## src/rtl/sfs_pkg.sv

```systemverilog
// Purpose: shared constants and types for the supply fault supervisor
// Assumes: 200 MHz system clock
// Notes: times are kept in their printed unit, cycle counts derive from them
package sfs_pkg;
  localparam int CLK_MHZ = 200;
  localparam int CLK_PERIOD_PS = 1000000 / CLK_MHZ;
  // printed times
  localparam int ON_DEBOUNCE_MS = 38;
  localparam int UV_BLANK_MS = 75;
  localparam int OFF_DELAY_US = 2300;
  localparam int UV_GLITCH_US = 146;
  localparam int OV_GLITCH_US = 73;
  localparam int PG_DELAY_LONG_MS = 300;
  localparam int PG_DELAY_SHORT_MS = 150;
  localparam int PG_DROP_US = 150;
  // cycle counts (least times, whole cycles)
  localparam int ON_DEBOUNCE_CYC = ON_DEBOUNCE_MS * 1000 * CLK_MHZ;
  localparam int UV_BLANK_CYC = UV_BLANK_MS * 1000 * CLK_MHZ;
  localparam int OFF_DELAY_CYC = OFF_DELAY_US * CLK_MHZ;
  localparam int UV_GLITCH_CYC = UV_GLITCH_US * CLK_MHZ;
  localparam int OV_GLITCH_CYC = OV_GLITCH_US * CLK_MHZ;
  localparam int PG_DELAY_LONG_CYC = PG_DELAY_LONG_MS * 1000 * CLK_MHZ;
  localparam int PG_DELAY_SHORT_CYC = PG_DELAY_SHORT_MS * 1000 * CLK_MHZ;
  localparam int PG_DROP_CYC = PG_DROP_US * CLK_MHZ;
  localparam int CNT_W = 27;
  // reset values
  localparam logic REQ_RST = 1'b1;
  localparam logic LATCH_RST = 1'b0;

  // comparator results, high means condition present
  typedef struct packed {
    logic uv_3v3;
    logic uv_5v;
    logic ov_3v3;
    logic ov_5v;
    logic ov_12v;
    logic pg_in_ok;
  } sfs_sense_type;

  typedef struct packed {
    sfs_sense_type s1;
    sfs_sense_type s2;
    logic req_s1;
    logic req_s2;
    logic req_db;
    logic [CNT_W-1:0] req_cnt;
    logic [CNT_W-1:0] blank_cnt;
    logic [CNT_W-1:0] off_cnt;
    logic [CNT_W-1:0] uv_cnt;
    logic [CNT_W-1:0] ov_cnt;
    logic [CNT_W-1:0] pg_cnt;
    logic [CNT_W-1:0] drop_cnt;
    logic fault;
    logic fpo_n;
    logic pg;
  } sfs_state_type;
endpackage

```

## src/rtl/sfs_supervisor.sv

```systemverilog
// Purpose: timed supervisor for the on/off request, rail faults, power good
// Assumes: comparator results arrive asynchronously and are synchronised
// Notes: power-on reset is sys_rst_in; outputs are registered
// Operation
// - any fault drives fault-protect high, held by a latch
// - debounced request rising low to high clears the fault latch
// - both request edges debounced 38 ms before affecting fault-protect
// - undervoltage ignored by the fault latch for 75 ms after debounced request falls
// - turn-off adds 2.3 ms before fault-protect rises; none at turn-on
// - fault-protect low only when request low or inside the turn-off delay, and no fault latched
// - undervoltage on 3.3 V or 5 V beyond 146 us faults
// - overvoltage on 3.3 V, 5 V or 12 V beyond 73 us faults
// - latch stays until request toggles high or power-on reset
// - power good rises 300 ms or 150 ms after all inputs good
// - power good drops once a 150 us debounce of a bad input ends
module sfs_supervisor #(
  parameter bit PG_LONG = 1'b1,
  parameter int ON_DEBOUNCE = sfs_pkg::ON_DEBOUNCE_CYC,
  parameter int UV_BLANK = sfs_pkg::UV_BLANK_CYC,
  parameter int OFF_DELAY = sfs_pkg::OFF_DELAY_CYC,
  parameter int UV_GLITCH = sfs_pkg::UV_GLITCH_CYC,
  parameter int OV_GLITCH = sfs_pkg::OV_GLITCH_CYC,
  parameter int PG_DELAY_LONG = sfs_pkg::PG_DELAY_LONG_CYC,
  parameter int PG_DELAY_SHORT = sfs_pkg::PG_DELAY_SHORT_CYC,
  parameter int PG_DROP = sfs_pkg::PG_DROP_CYC
) (
  input wire logic clk_sys_in,
  input wire logic sys_rst_in,
  input wire logic supply_on_request_n_in,
  input wire sfs_pkg::sfs_sense_type sense_in,
  output logic fault_protect_out_n_out,
  output logic power_good_out_out
);
  localparam int W = sfs_pkg::CNT_W;
  localparam int PGD = PG_LONG ? PG_DELAY_LONG : PG_DELAY_SHORT;
  localparam int LIM = 1 << W;

  // counts must fit the counter width and be at least one cycle
  if (ON_DEBOUNCE < 1 || UV_BLANK < 1 || OFF_DELAY < 1 || UV_GLITCH < 1 ||
      OV_GLITCH < 1 || PGD < 1 || PG_DROP < 1 || ON_DEBOUNCE >= LIM ||
      UV_BLANK >= LIM || OFF_DELAY >= LIM || UV_GLITCH >= LIM ||
      OV_GLITCH >= LIM || PGD >= LIM || PG_DROP >= LIM) begin : g_bad_count
    $error("sfs_supervisor: count parameter out of range");
  end

  sfs_pkg::sfs_state_type r;
  sfs_pkg::sfs_state_type next_r;

  // counter that climbs while its condition holds and restarts otherwise
  function automatic logic [W-1:0] bump(input logic cond,
                                        input logic [W-1:0] c,
                                        input int lim);
    if (!cond) return '0;
    if (c >= W'(lim)) return c;
    return c + W'(1);
  endfunction

  logic uv_any;
  logic ov_any;
  logic pg_bad;
  logic uv_hit;
  logic ov_hit;
  logic req_rise;
  logic req_fall;

  // next-state logic, all delays as clock counts
  always_comb begin
    next_r = r;
    next_r.s1 = sense_in;
    next_r.s2 = r.s1;
    next_r.req_s1 = supply_on_request_n_in;
    next_r.req_s2 = r.req_s1;
    // request debounce on both edges
    next_r.req_cnt = bump(r.req_s2 != r.req_db, r.req_cnt, ON_DEBOUNCE);
    req_rise = 1'b0;
    req_fall = 1'b0;
    if (r.req_s2 != r.req_db && r.req_cnt >= W'(ON_DEBOUNCE - 1)) begin
      next_r.req_db = r.req_s2;
      next_r.req_cnt = '0;
      req_rise = r.req_s2;
      req_fall = !r.req_s2;
    end
    // undervoltage blanking window after turn-on
    if (req_fall) begin
      next_r.blank_cnt = '0;
    end else if (!r.req_db && r.blank_cnt < W'(UV_BLANK)) begin
      next_r.blank_cnt = r.blank_cnt + W'(1);
    end
    uv_any = r.s2.uv_3v3 || r.s2.uv_5v;
    ov_any = r.s2.ov_3v3 || r.s2.ov_5v || r.s2.ov_12v;
    // deglitch of rail faults
    next_r.uv_cnt = bump(uv_any && !r.req_db &&
                         r.blank_cnt >= W'(UV_BLANK), r.uv_cnt, UV_GLITCH);
    next_r.ov_cnt = bump(ov_any, r.ov_cnt, OV_GLITCH);
    uv_hit = r.uv_cnt >= W'(UV_GLITCH);
    ov_hit = r.ov_cnt >= W'(OV_GLITCH);
    // fault latch: set wins, cleared by request rise only
    if (uv_hit || ov_hit) begin
      next_r.fault = 1'b1;
    end else if (req_rise) begin
      next_r.fault = 1'b0;
    end
    // turn-off delay counter
    next_r.off_cnt = bump(r.req_db, r.off_cnt, OFF_DELAY);
    // fault-protect output
    if (next_r.fault) begin
      next_r.fpo_n = 1'b1;
    end else if (!r.req_db && !req_rise) begin // no fault and request on turns rails on
      next_r.fpo_n = 1'b0;
    end else if (r.off_cnt >= W'(OFF_DELAY)) begin
      next_r.fpo_n = 1'b1;
    end
    // power good path
    pg_bad = !r.s2.pg_in_ok || uv_any;
    next_r.pg_cnt = bump(!pg_bad && !r.fault && !r.req_db, r.pg_cnt, PGD);
    next_r.drop_cnt = bump(pg_bad, r.drop_cnt, PG_DROP);
    if (r.fault || r.req_db || r.drop_cnt >= W'(PG_DROP)) begin
      next_r.pg = 1'b0;
    end else if (r.pg_cnt >= W'(PGD)) begin
      next_r.pg = 1'b1;
    end
  end

  // state register
  always_ff @(posedge clk_sys_in or posedge sys_rst_in) begin
    if (sys_rst_in) begin
      r <= '0;
      r.req_s1 <= sfs_pkg::REQ_RST;
      r.req_s2 <= sfs_pkg::REQ_RST;
      r.req_db <= sfs_pkg::REQ_RST;
      r.fault <= sfs_pkg::LATCH_RST;
      r.fpo_n <= 1'b1;
    end else begin
      r <= next_r;
    end
  end

  assign fault_protect_out_n_out = r.fpo_n;
  assign power_good_out_out = r.pg;
endmodule

```

## config.mk

```make
export PLATFORM = sky130hd
export DESIGN_NAME = sfs_supervisor
export DESIGN_NICKNAME = d
export VERILOG_FILES = /design/src/rtl/sfs_pkg.sv /design/src/rtl/sfs_supervisor.sv
export SDC_FILE = /design/constraint.sdc
export NUM_CORES = 1
export LEC_CHECK = 0
export BUFFER_PORTS_ARGS = -buffer_cell sky130_fd_sc_hd__buf_2
export CAP_MARGIN = 10
export CORE_ASPECT_RATIO = 1.4
export CORE_UTILIZATION = 63
export CTS_CLUSTER_DIAMETER = 200
export DETAILED_ROUTE_END_ITERATION = 7
export GPL_ROUTABILITY_DRIVEN = 0
export HOLD_SLACK_MARGIN = 0.08
export PLACE_DENSITY = 0.89
export SLEW_MARGIN = 40
export SYNTH_ARGS = -nofsm -noshare
export SYNTH_HDL_FRONTEND = slang
export SYNTH_SLANG_ARGS = --single-unit
```

## constraint.sdc

```tcl
create_clock -name clk_sys_in -period 8.7 [get_ports clk_sys_in]
set_input_delay 1.74 -clock clk_sys_in [delete_from_list [all_inputs] [get_ports clk_sys_in]]
set_output_delay 1.74 -clock clk_sys_in [all_outputs]
set_load 0.1 [all_outputs]
```

==> results of run 1 <==
[placed cells by master (no fill, tap or decap), drive strengths merged, types with 5 or more instances in the layout]
master,count
nor3,33
xnor2,41
and2,44
or3,13
inv,28
a21oi,16
and4,9
ha,14
nand4,38
nand3,61
nand2,53
nor2b,21
and3,21
nor4,22
dfrtp,203
a31oi,6
clkbuf,26
a21boi,7
xor2,62
or4,7
a21o,5
o21ai,22
nor2,136
buf,17
[cell families after synthesis]
| family | after synthesis | share of synthesized area, % |
|---|---|---|
| and+or+nand+nor | 472 | 25.5 |
| DFF | 207 | 54.2 |
| xor gates and xnor gates | 103 | 9.43 |
| AOI/OAI and AO/OA | 85 | 6.19 |
| buffers and inverters | 59 | 2.42 |
| adders and majority gates | 14 | 1.83 |
| muxes | 4 | 0.432 |
| other | 1 | 0.0392 |
[worst max-delay path by stage]
| stage | startpoint | to | slack, ns | depth (start not counted) |
|---|---|---|---|---|
| 3_3_place_gp | sys_rst_in | r[178] | 5.19 | 3 |
| 4_1_cts | fault_protect_out_n_out | fault_protect_out_n_out | 5.50 | 1 |
| 2_1_floorplan | sys_rst_in | next_r[195] | 1.31 | 1 |
| 6_report | fault_protect_out_n_out | fault_protect_out_n_out | 5.50 | 1 |
| 5_1_grt | fault_protect_out_n_out | fault_protect_out_n_out | 5.47 | 1 |
| 3_5_place_dp | sys_rst_in | r[172] | 5.49 | 3 |
[synthesized netlist by cell type (21+ instances only)]
cell,number,area share (%)
and2_1,44,2.9
clkbuf_1,25,0.98
dfrtp_1,203,53
inv_1,29,1.1
nand2_1,53,2.1
nand3_1,61,3.2
nand4_1,38,2.5
nor2_1,136,5.3
nor2b_1,21,1.4
nor3_1,33,1.7
nor4_1,21,1.4
xnor2_1,41,3.8
xor2_1,62,5.7
[state kept, by name, summed over array words and instances (netlist names)]
register,cells
r,198
fault_protect_out_n_out,1
power_good_out_out,1
next_r,7
[metal layers]
metal	vias up	GRT usage [%]	wire length (um)	share of wire [%]
li1	3293	-	-	-
met1	3461	32.2	7760	41
met2	182	43.6	9790	52
met3	48	3.17	790	4.2
met4	0	8.61	434	2.3
met5	-	0	0	0
[area by class of cell]
class                           count  area, sq um
Sequential cell                   207         5180
Multi-Input combinational cell    682         4230
Fill cell                         978         4060
Clock buffer                       26          574
Tap cell                          189          236
Clock inverter                      9          131
Inverter                           29          121
Timing Repair Buffer               17          104
[power breakdown]
group / switching (mW) / internal, mW
Clock: 0.367 / 0.556
Sequential: 0.0471 / 0.995
Combinational: 0.0815 / 0.0468
Total: 0.495 / 1.60
==> metrics.txt, run 1 <==
status finished clean; All-Layer GR Usage 25.0%; Starting Density 65.4%; endpoint type of the worst setup path output pin; initial antenna violation count 0; IO Port Bufs 10; Pleak 4.72 nW; setup violators final 0; CP Buf/Inv Count 1; Yosys reg bits 207; TritonCTS clock tree yes; Die H 148 um; Worst-Margin Slew 0.708 ns; Die W 106 um; Initial DRC Count 642; worst hold endpoint r[200]; Crit path max-delay family flip-flops; drt total wl 18,800 um; reg2reg end fault_protect_out_n_out; hold_ws 0.346 ns; final antenna-violating net count 0; first-pass GRT wire length 32,200 um; number of buffers inserted to repair setup after CTS 0; hold depth 0; Hold WC Path Type flop to flop; Main synth FF type dfrtp_1; DRC 0; R2R depth 7; Setup WS post-layout 5.50 ns; power density over cell area 198 nW/um^2; Final Util 72.3%; Worst IR Drop VDD 0.190 mV; Max Transition Viols Final 0; share of synthesized registers carrying an async set or reset 100%; Cell Chain, Critical Path buf_2; Critical Path AT 1.46 ns; critical path class flop to output pin; CTS Buf Count 20; core area 14,600 sq um; vias in the first global route 6,981; CTS Hold Buffers Added 0; unrepaired setup endpoints after global routing no; period utilization 36.7%; Power, Total 2.09 mW; Distinct cells, synth 65; MaxCap Viol Count 0; RR Startpoint r[61]; Fin Clk Skew 0.00907 ns; Clock Tree Root clkbuf_16; I/O pin total 11; Post-CTS Resized 0; WP data required 6.96 ns; Worst path max stage delay 0.54 ns; Slew headroom 52.8%; Crit Path Max Fanout 2; DR WL/cell 16.2 um; largest net degree at the start of global routing 130; share of cells above drive strength 1 7.84%; Post-Layout Cell Count 1,159; Vias 6,984; HP Start next_r[200]; H-tree depth 1; ant diodes 0; Cells after DPL 1,124; min cycle time layout 3.20 ns; EDFF count, synth 0; placed inst area 9840 sq um; worst skew pair latency 0.50 ns; Area Growth Syn to Fin 10.6%; FP Rows 52; setup tns final 0 ns; synthesis warning total 0; # nets final 980; Critical Path Source Type flop; Peak Freq 313 MHz; sequential area share after synthesis 54.2%; R2R Setup Slk 5.82 ns; clock buffer depth 3; DR pass1 iterations 5; global route overflow 0; Mean Syn Cell Area 10.1 sq um; Reg clk slew, reported paths 0.07 ns; Place WS 5.49 ns; Design Area, Final 10,600 sq um; Slowest cell on crit path dfstp_2; die area 15,700 sq um; Post-Syn Instances 945; drt via density 6.03; final hold vios 0; # clock sinks 207; Netlist Area Pre-Place 9570 sq um; Post-DP HPWL 11,500 um
(Power assumes the default switching activity.)
==> inputs of run 2 (changes only) <==
Clock period 8.7 ns to 3.15 ns, I/O delays scaled along.
==> run 2 against run 1 <==
Cell count grew 1.0%. Combinational power grew to 3.0 times the previous value. Sequential power grew to 2.8 times the previous value. Count of clock-buffer cells in the layout grew 7. Worst setup slack lost 4.9 ns. Critical path depth grew 6. Non-clock buffer count grew 11. Critical endpoint is now r[122]. Via count grew 1.7%. Hold slack lost 0.11 ns. Largest cell class unchanged. Utilization is essentially flat.
==> metrics.txt, run 2 (synthesis results as in run 1) <==
MaxCap Viol Count 0 (unchanged); clock buffer depth 3 (unchanged); CTS Hold Buffers Added 1 (was 0); largest net degree at the start of global routing 88 (was 130); Crit Path Max Fanout 19 (was 2); R2R Setup Slk 0.59 ns (was 5.82 ns); Design Area, Final 10,600 sq um (about the same); Peak Freq 391 MHz; Final Util 72.2% (was 72.3%); FP Rows 52 (unchanged); Reg clk slew, reported paths 0.06 ns (was 0.07 ns); number of buffers inserted to repair setup after CTS 0 (unchanged); DR WL/cell 16.4 um (was 16.2 um); Area Growth Syn to Fin 10.5% (was 10.6%); final antenna-violating net count 0 (unchanged); CTS Buf Count 20 (unchanged); DR pass1 iterations 6 (was 5); Place WS 0.652 ns (was 5.49 ns); Post-Layout Cell Count 1,171 (was 1,159); placed inst area 9880 sq um (was 9840 sq um); RR Startpoint r[124] (was r[61]); period utilization 81.2%; reg2reg end r[122] (was fault_protect_out_n_out); Sw Pwr 1.33 mW (was 0.495 mW); initial antenna violation count 0 (unchanged); DRC 0 (unchanged); drt total wl 19,200 um (was 18,800 um); core area 14,600 sq um (unchanged); Setup WS post-layout 0.594 ns (was 5.50 ns); Die W 106 um (unchanged); ant diodes 0 (unchanged); Pint 4.29 mW (was 1.60 mW); switch share 23.7% (about the same); Critical Path AT 2.93 ns (was 1.46 ns); Cell Chain, Critical Path or4_1, or4_1, o221ai_2, buf_4, nor3_1, xor2_1, and2_1 (was buf_2); fillers 991 (was 978); R2R depth 7 (unchanged); largest reg by FF count r (unchanged); Pleak 4.73 nW (was 4.72 nW); Most Frequent Cell on Critical Path or4_1; power density over cell area 532 nW/um^2 (was 198 nW/um^2); IO Port Bufs 10 (unchanged); share of cells above drive strength 1 7.84% (about the same); first-pass GRT wire length 33,600 um (was 32,200 um); Post-DP HPWL 11,700 um (was 11,500 um); worst skew pair latency 0.49 ns (was 0.50 ns); Worst path max stage delay 0.54 ns (about the same); die area 15,700 sq um (unchanged); Hold WC Path Type primary input to flop (was flop to flop); Post-CTS Resized 0 (unchanged); Fin Clk Skew 0.0126 ns (was 0.00907 ns); TritonCTS clock tree yes (unchanged); drt via density 6.07 (was 6.03); H-tree depth 1 (unchanged); Max Transition Viols Final 0 (unchanged); Slowest cell on crit path or4_1 (was dfstp_2); endpoint type of the worst setup path flop (was output pin); Crit path max-delay family simple AND/OR/NAND/NOR gates (was flip-flops); Worst IR Drop VDD 0.433 mV (was 0.190 mV); HP Start supply_on_request_n_in (was next_r[200]); critical path class flop to flop (was flop to output pin); Die H 148 um (unchanged); Power, Total 5.62 mW (was 2.09 mW); status finished clean (unchanged); highest-count cells in the layout ignoring fill and taps dfrtp_1 (203), nor2_1 (136), xor2_1 (62) (unchanged); WP data required 3.52 ns (was 6.96 ns); hold depth 1 (was 0); Starting Density 65.4% (unchanged); Cells after DPL 1,133 (was 1,124); Worst-Margin Slew 0.796 ns (was 0.708 ns); setup violators final 0 (unchanged); worst hold endpoint next_r[193] (was r[200]); final hold vios 0 (unchanged); Clk pwr share 42.1% (was 44.1%); Initial DRC Count 489 (was 642); I/O pin total 11 (unchanged); Slew headroom 46.4% (was 52.8%); min cycle time layout 2.56 ns; Vias 7,103 (was 6,984); unrepaired setup endpoints after global routing no (unchanged); vias in the first global route 7,296 (was 6,981); max FFs per register 198 (unchanged); most common cell after layout, fill and taps aside dfrtp_1 (unchanged); Sequential Power Share 51.2% (was 49.8%); All-Layer GR Usage 26.1% (was 25.0%); Comb pwr share 6.7% (was 6.1%); Clock Tree Root clkbuf_16 (unchanged); # nets final 991 (was 980); Critical Path Source Type flop (unchanged); # clock sinks 207 (unchanged); CP Buf/Inv Count 1 (unchanged); global route overflow 0 (unchanged)
run 2: final cells by class:
type                            instances  area, sq um  area share, %
Multi-Input combinational cell        682         4180           39.5
Clock buffer                           33          611           5.77
Inverter                               29          113           1.06
Clock inverter                          3         40.0          0.379
Tap cell                              189          236           2.24
Sequential cell                       207         5180           49.0
Timing Repair Buffer                   28          213           2.01
run 2: layer usage:
metal	track usage [%]	wire length, um	up-vias
met3	4.06	869	54
li1	-	-	3310
met2	45.0	10000	208
met4	9.79	517	0
met1	33.1	7840	3531
met5	0	0	-
run 2: worst max-delay path by stage:
stage                    start          end  slack, ns  depth (start not counted)
finish                  r[124]       r[122]       0.59                          7
global route            r[124]       r[116]       0.47                          7
CTS                     r[124]       r[116]       0.61                          7
detailed placement      r[124]       r[116]       0.65                          7
global placement        r[124]       r[116]       0.71                          7
floorplan           sys_rst_in  next_r[195]      -0.16                          1
run 2: through the flow:
step	hold WS, ns	TNS [ns]
finish	0.238	0
detailed placement	0.343	0
CTS	0.224	0
global placement	0.333	0
floorplan	0.331	-33.08
global route	0.222	0
run 2: worst reg2reg max path, delay by kind of cell, from the launching register on:
kind	cells	cell delay [ns]
compound gates	1	0.26
xor+xnor	1	0.15
buf+inv	1	0.29
flops	1	0.41
simple gates	4	1.32
run 2: power groups by stage:
stage / Clock (mW) / Sequential (mW) / Combinational [mW]
2_1_floorplan: 0 / 2.88 / 0.278
3_3_place_gp: 0 / 2.91 / 0.337
3_5_place_dp: 0 / 2.92 / 0.364
4_1_cts: 2.41 / 2.87 / 0.375
5_1_grt: 2.51 / 2.89 / 0.432
6_report: 2.37 / 2.88 / 0.379
==> inputs of run 3 (changes only) <==
Clock period 3.15 ns to 2.5 ns, I/O delays scaled along.
==> run 3 against run 2 <==
Non-clock buffer count grew 18. Critical path type unchanged. Largest cell class unchanged. Cell count grew 1.5%. Cell area up 2.3%. Die area stayed put. Via count up 3.5%.
==> metrics.txt, run 3 (synthesis results as in run 1) <==
final antenna-violating net count 0 (unchanged); Multi-input gate area 4210 sq um (was 4180 sq um); min cycle time layout 2.48 ns (was 2.56 ns); Most Frequent Cell on Critical Path or4_4 (was or4_1); worst skew pair latency 0.50 ns (was 0.49 ns); Reg clk slew, reported paths 0.06 ns (about the same); GR Util met2 48.3% (was 45.0%); Final Util 73.9% (was 72.2%); Pleak 4.85 nW (was 4.73 nW); die area 15,700 sq um (unchanged); Die W 106 um (unchanged); Slowest cell on crit path or4_4 (was or4_1); All-Layer GR Usage 27.4% (was 26.1%); Post-Layout Cell Count 1,189 (was 1,171); H-tree depth 1 (unchanged); Power, Total 7.30 mW (was 5.62 mW); Place WS 0.0607 ns (was 0.652 ns); placed inst area 10,000 sq um (was 9880 sq um); vias in the first global route 7,278 (was 7,296); Peak Freq 403 MHz (was 391 MHz); FF/Latch Area 5180 sq um (unchanged); TritonCTS clock tree yes (unchanged); WP data required 2.93 ns (was 3.52 ns); # nets final 1,010 (was 991); Fin Clk Skew 0.0206 ns (was 0.0126 ns); FP Rows 52 (unchanged); initial antenna violation count 0 (unchanged); fillers 954 (was 991); power density over cell area 675 nW/um^2 (was 532 nW/um^2); Vias 7,355 (was 7,103); Design Area, Final 10,800 sq um (was 10,600 sq um); Initial DRC Count 484 (was 489); share of cells above drive strength 1 10.2% (was 7.84%); most common cell after layout, fill and taps aside dfrtp_1 (unchanged); first-pass GRT wire length 34,800 um (was 33,600 um); IO Port Bufs 10 (unchanged); Post-DP HPWL 12,100 um (was 11,700 um); Worst IR Drop VDD 0.578 mV (was 0.433 mV); I/O pin total 11 (unchanged); Critical Path Source Type flop (unchanged); Slew headroom 44.0% (was 46.4%); DR WL/cell 17.3 um (was 16.4 um); Area Growth Syn to Fin 13.0% (was 10.5%); Critical Path AT 2.91 ns (was 2.93 ns); hold_ws 0.0983 ns (was 0.238 ns); max FFs per register 198 (unchanged); highest-count cells in the layout ignoring fill and taps dfrtp_1 (203), nor2_1 (136), xor2_1 (62) (unchanged); drt via density 6.19 (was 6.07); final hold vios 0 (unchanged); endpoint type of the worst setup path flop (unchanged); Starting Density 65.4% (unchanged); Setup WS post-layout 0.0207 ns (was 0.594 ns); Die H 148 um (unchanged); unrepaired setup endpoints after global routing yes (was no); DR pass1 iterations 5 (was 6); Clock Tree Root clkbuf_16 (unchanged); GRT met1 Usage 34.0% (was 33.1%); Max Transition Viols Final 0 (unchanged); Cell Chain, Critical Path or4_4, or4_4, a221oi_4, buf_6, nand2_1, a21o_1, o31a_1 (was or4_1, or4_1, o221ai_2, buf_4, nor3_1, xor2_1, and2_1); core area 14,600 sq um (unchanged); global-route layer with the greatest usage met2 (unchanged); DRC 0 (unchanged); CTS Buf Count 21 (was 20); setup violators final 0 (unchanged); met3 usage 3.31% (was 4.06%); ant diodes 0 (unchanged); setup tns final 0 ns (unchanged); Worst-Margin Slew 0.835 ns (was 0.796 ns); Hold WC Path Type primary input to flop (unchanged); largest net degree at the start of global routing 60 (was 88); MaxCap Viol Count 0 (unchanged); # clock sinks 207 (unchanged); critical path class flop to flop (unchanged); period utilization 99.2% (was 81.2%); global route overflow 0 (unchanged); clock buffer depth 3 (unchanged); status finished clean (unchanged); drt total wl 20,600 um (was 19,200 um); largest reg by FF count r (unchanged); Worst path max stage delay 0.55 ns (was 0.54 ns); Cells after DPL 1,146 (was 1,133); Crit Path Max Fanout 6 (was 19)
## run 3: cell types whose count changed in the layout (fill, tap and decap cells not counted), moves of 2 or more
| cell | previous run | this run |
|---|---|---|
| buf_4 | 15 | 27 |
| buf_12 | 2 | 5 |
| buf_6 | 0 | 3 |
| clkbuf_1 | 8 | 5 |
| nor3_1 | 32 | 29 |
| nor3_2 | 1 | 4 |
| inv_6 | 0 | 2 |
## run 3: per-layer routing
layer | part of all wire [%] | vias to the layer above
met3 | 5.2 | 71
met5 | 0 | -
met4 | 3.2 | 0
met2 | 52 | 263
met1 | 39 | 3669
li1 | - | 3352
## run 3: path summary, 6_finish.rpt
| kind | startpoint | end | slack, ns | depth (start not counted) |
|---|---|---|---|---|
| max | r[61] | fault_protect_out_n_out | 0.02 | 7 |
| min | supply_on_request_n_in | next_r[193] | 0.1 | 1 |
| max reg2reg | r[61] | fault_protect_out_n_out | 0.02 | 7 |
| min reg2reg | next_r[200] | r[200] | 0.35 | 0 |
| max in group asynchronous | sys_rst_in | fault_protect_out_n_out | 1.65 | 3 |
| min in group asynchronous | sys_rst_in | r[159] | 0.11 | 2 |
## run 3: critical path: cells and delay by family (launching register included)
kind | cells | cell delay [ns]
AOI/OAI and AO/OA | 3 | 0.78
and+or+nand+nor | 3 | 1.06
DFF | 1 | 0.40
buffers and inverters | 1 | 0.17
## run 3: power by group
group / switching, mW / internal (mW) / total (mW)
Combinational: 0.312 / 0.212 / 0.524
Clock: 1.31 / 1.85 / 3.16
Sequential: 0.154 / 3.46 / 3.62
## run 3: timing repair
action,4_1_cts,5_1_grt
hold buffers,0,0
resized for setup,4,6
hold endpoints to repair,0,0
setup endpoints to repair,1,20
pin swaps,1,2
gates cloned,1,0
setup buffers,3,3
## run 3: layout make-up
type                            instances  share of cell area (%)
Clock inverter                          7                   0.879
Timing Repair Buffer                   46                    3.62
Tap cell                              189                    2.19
Sequential cell                       207                    47.9
Clock buffer                           29                    5.41
Multi-Input combinational cell        682                    38.9
Inverter                               29                    1.04
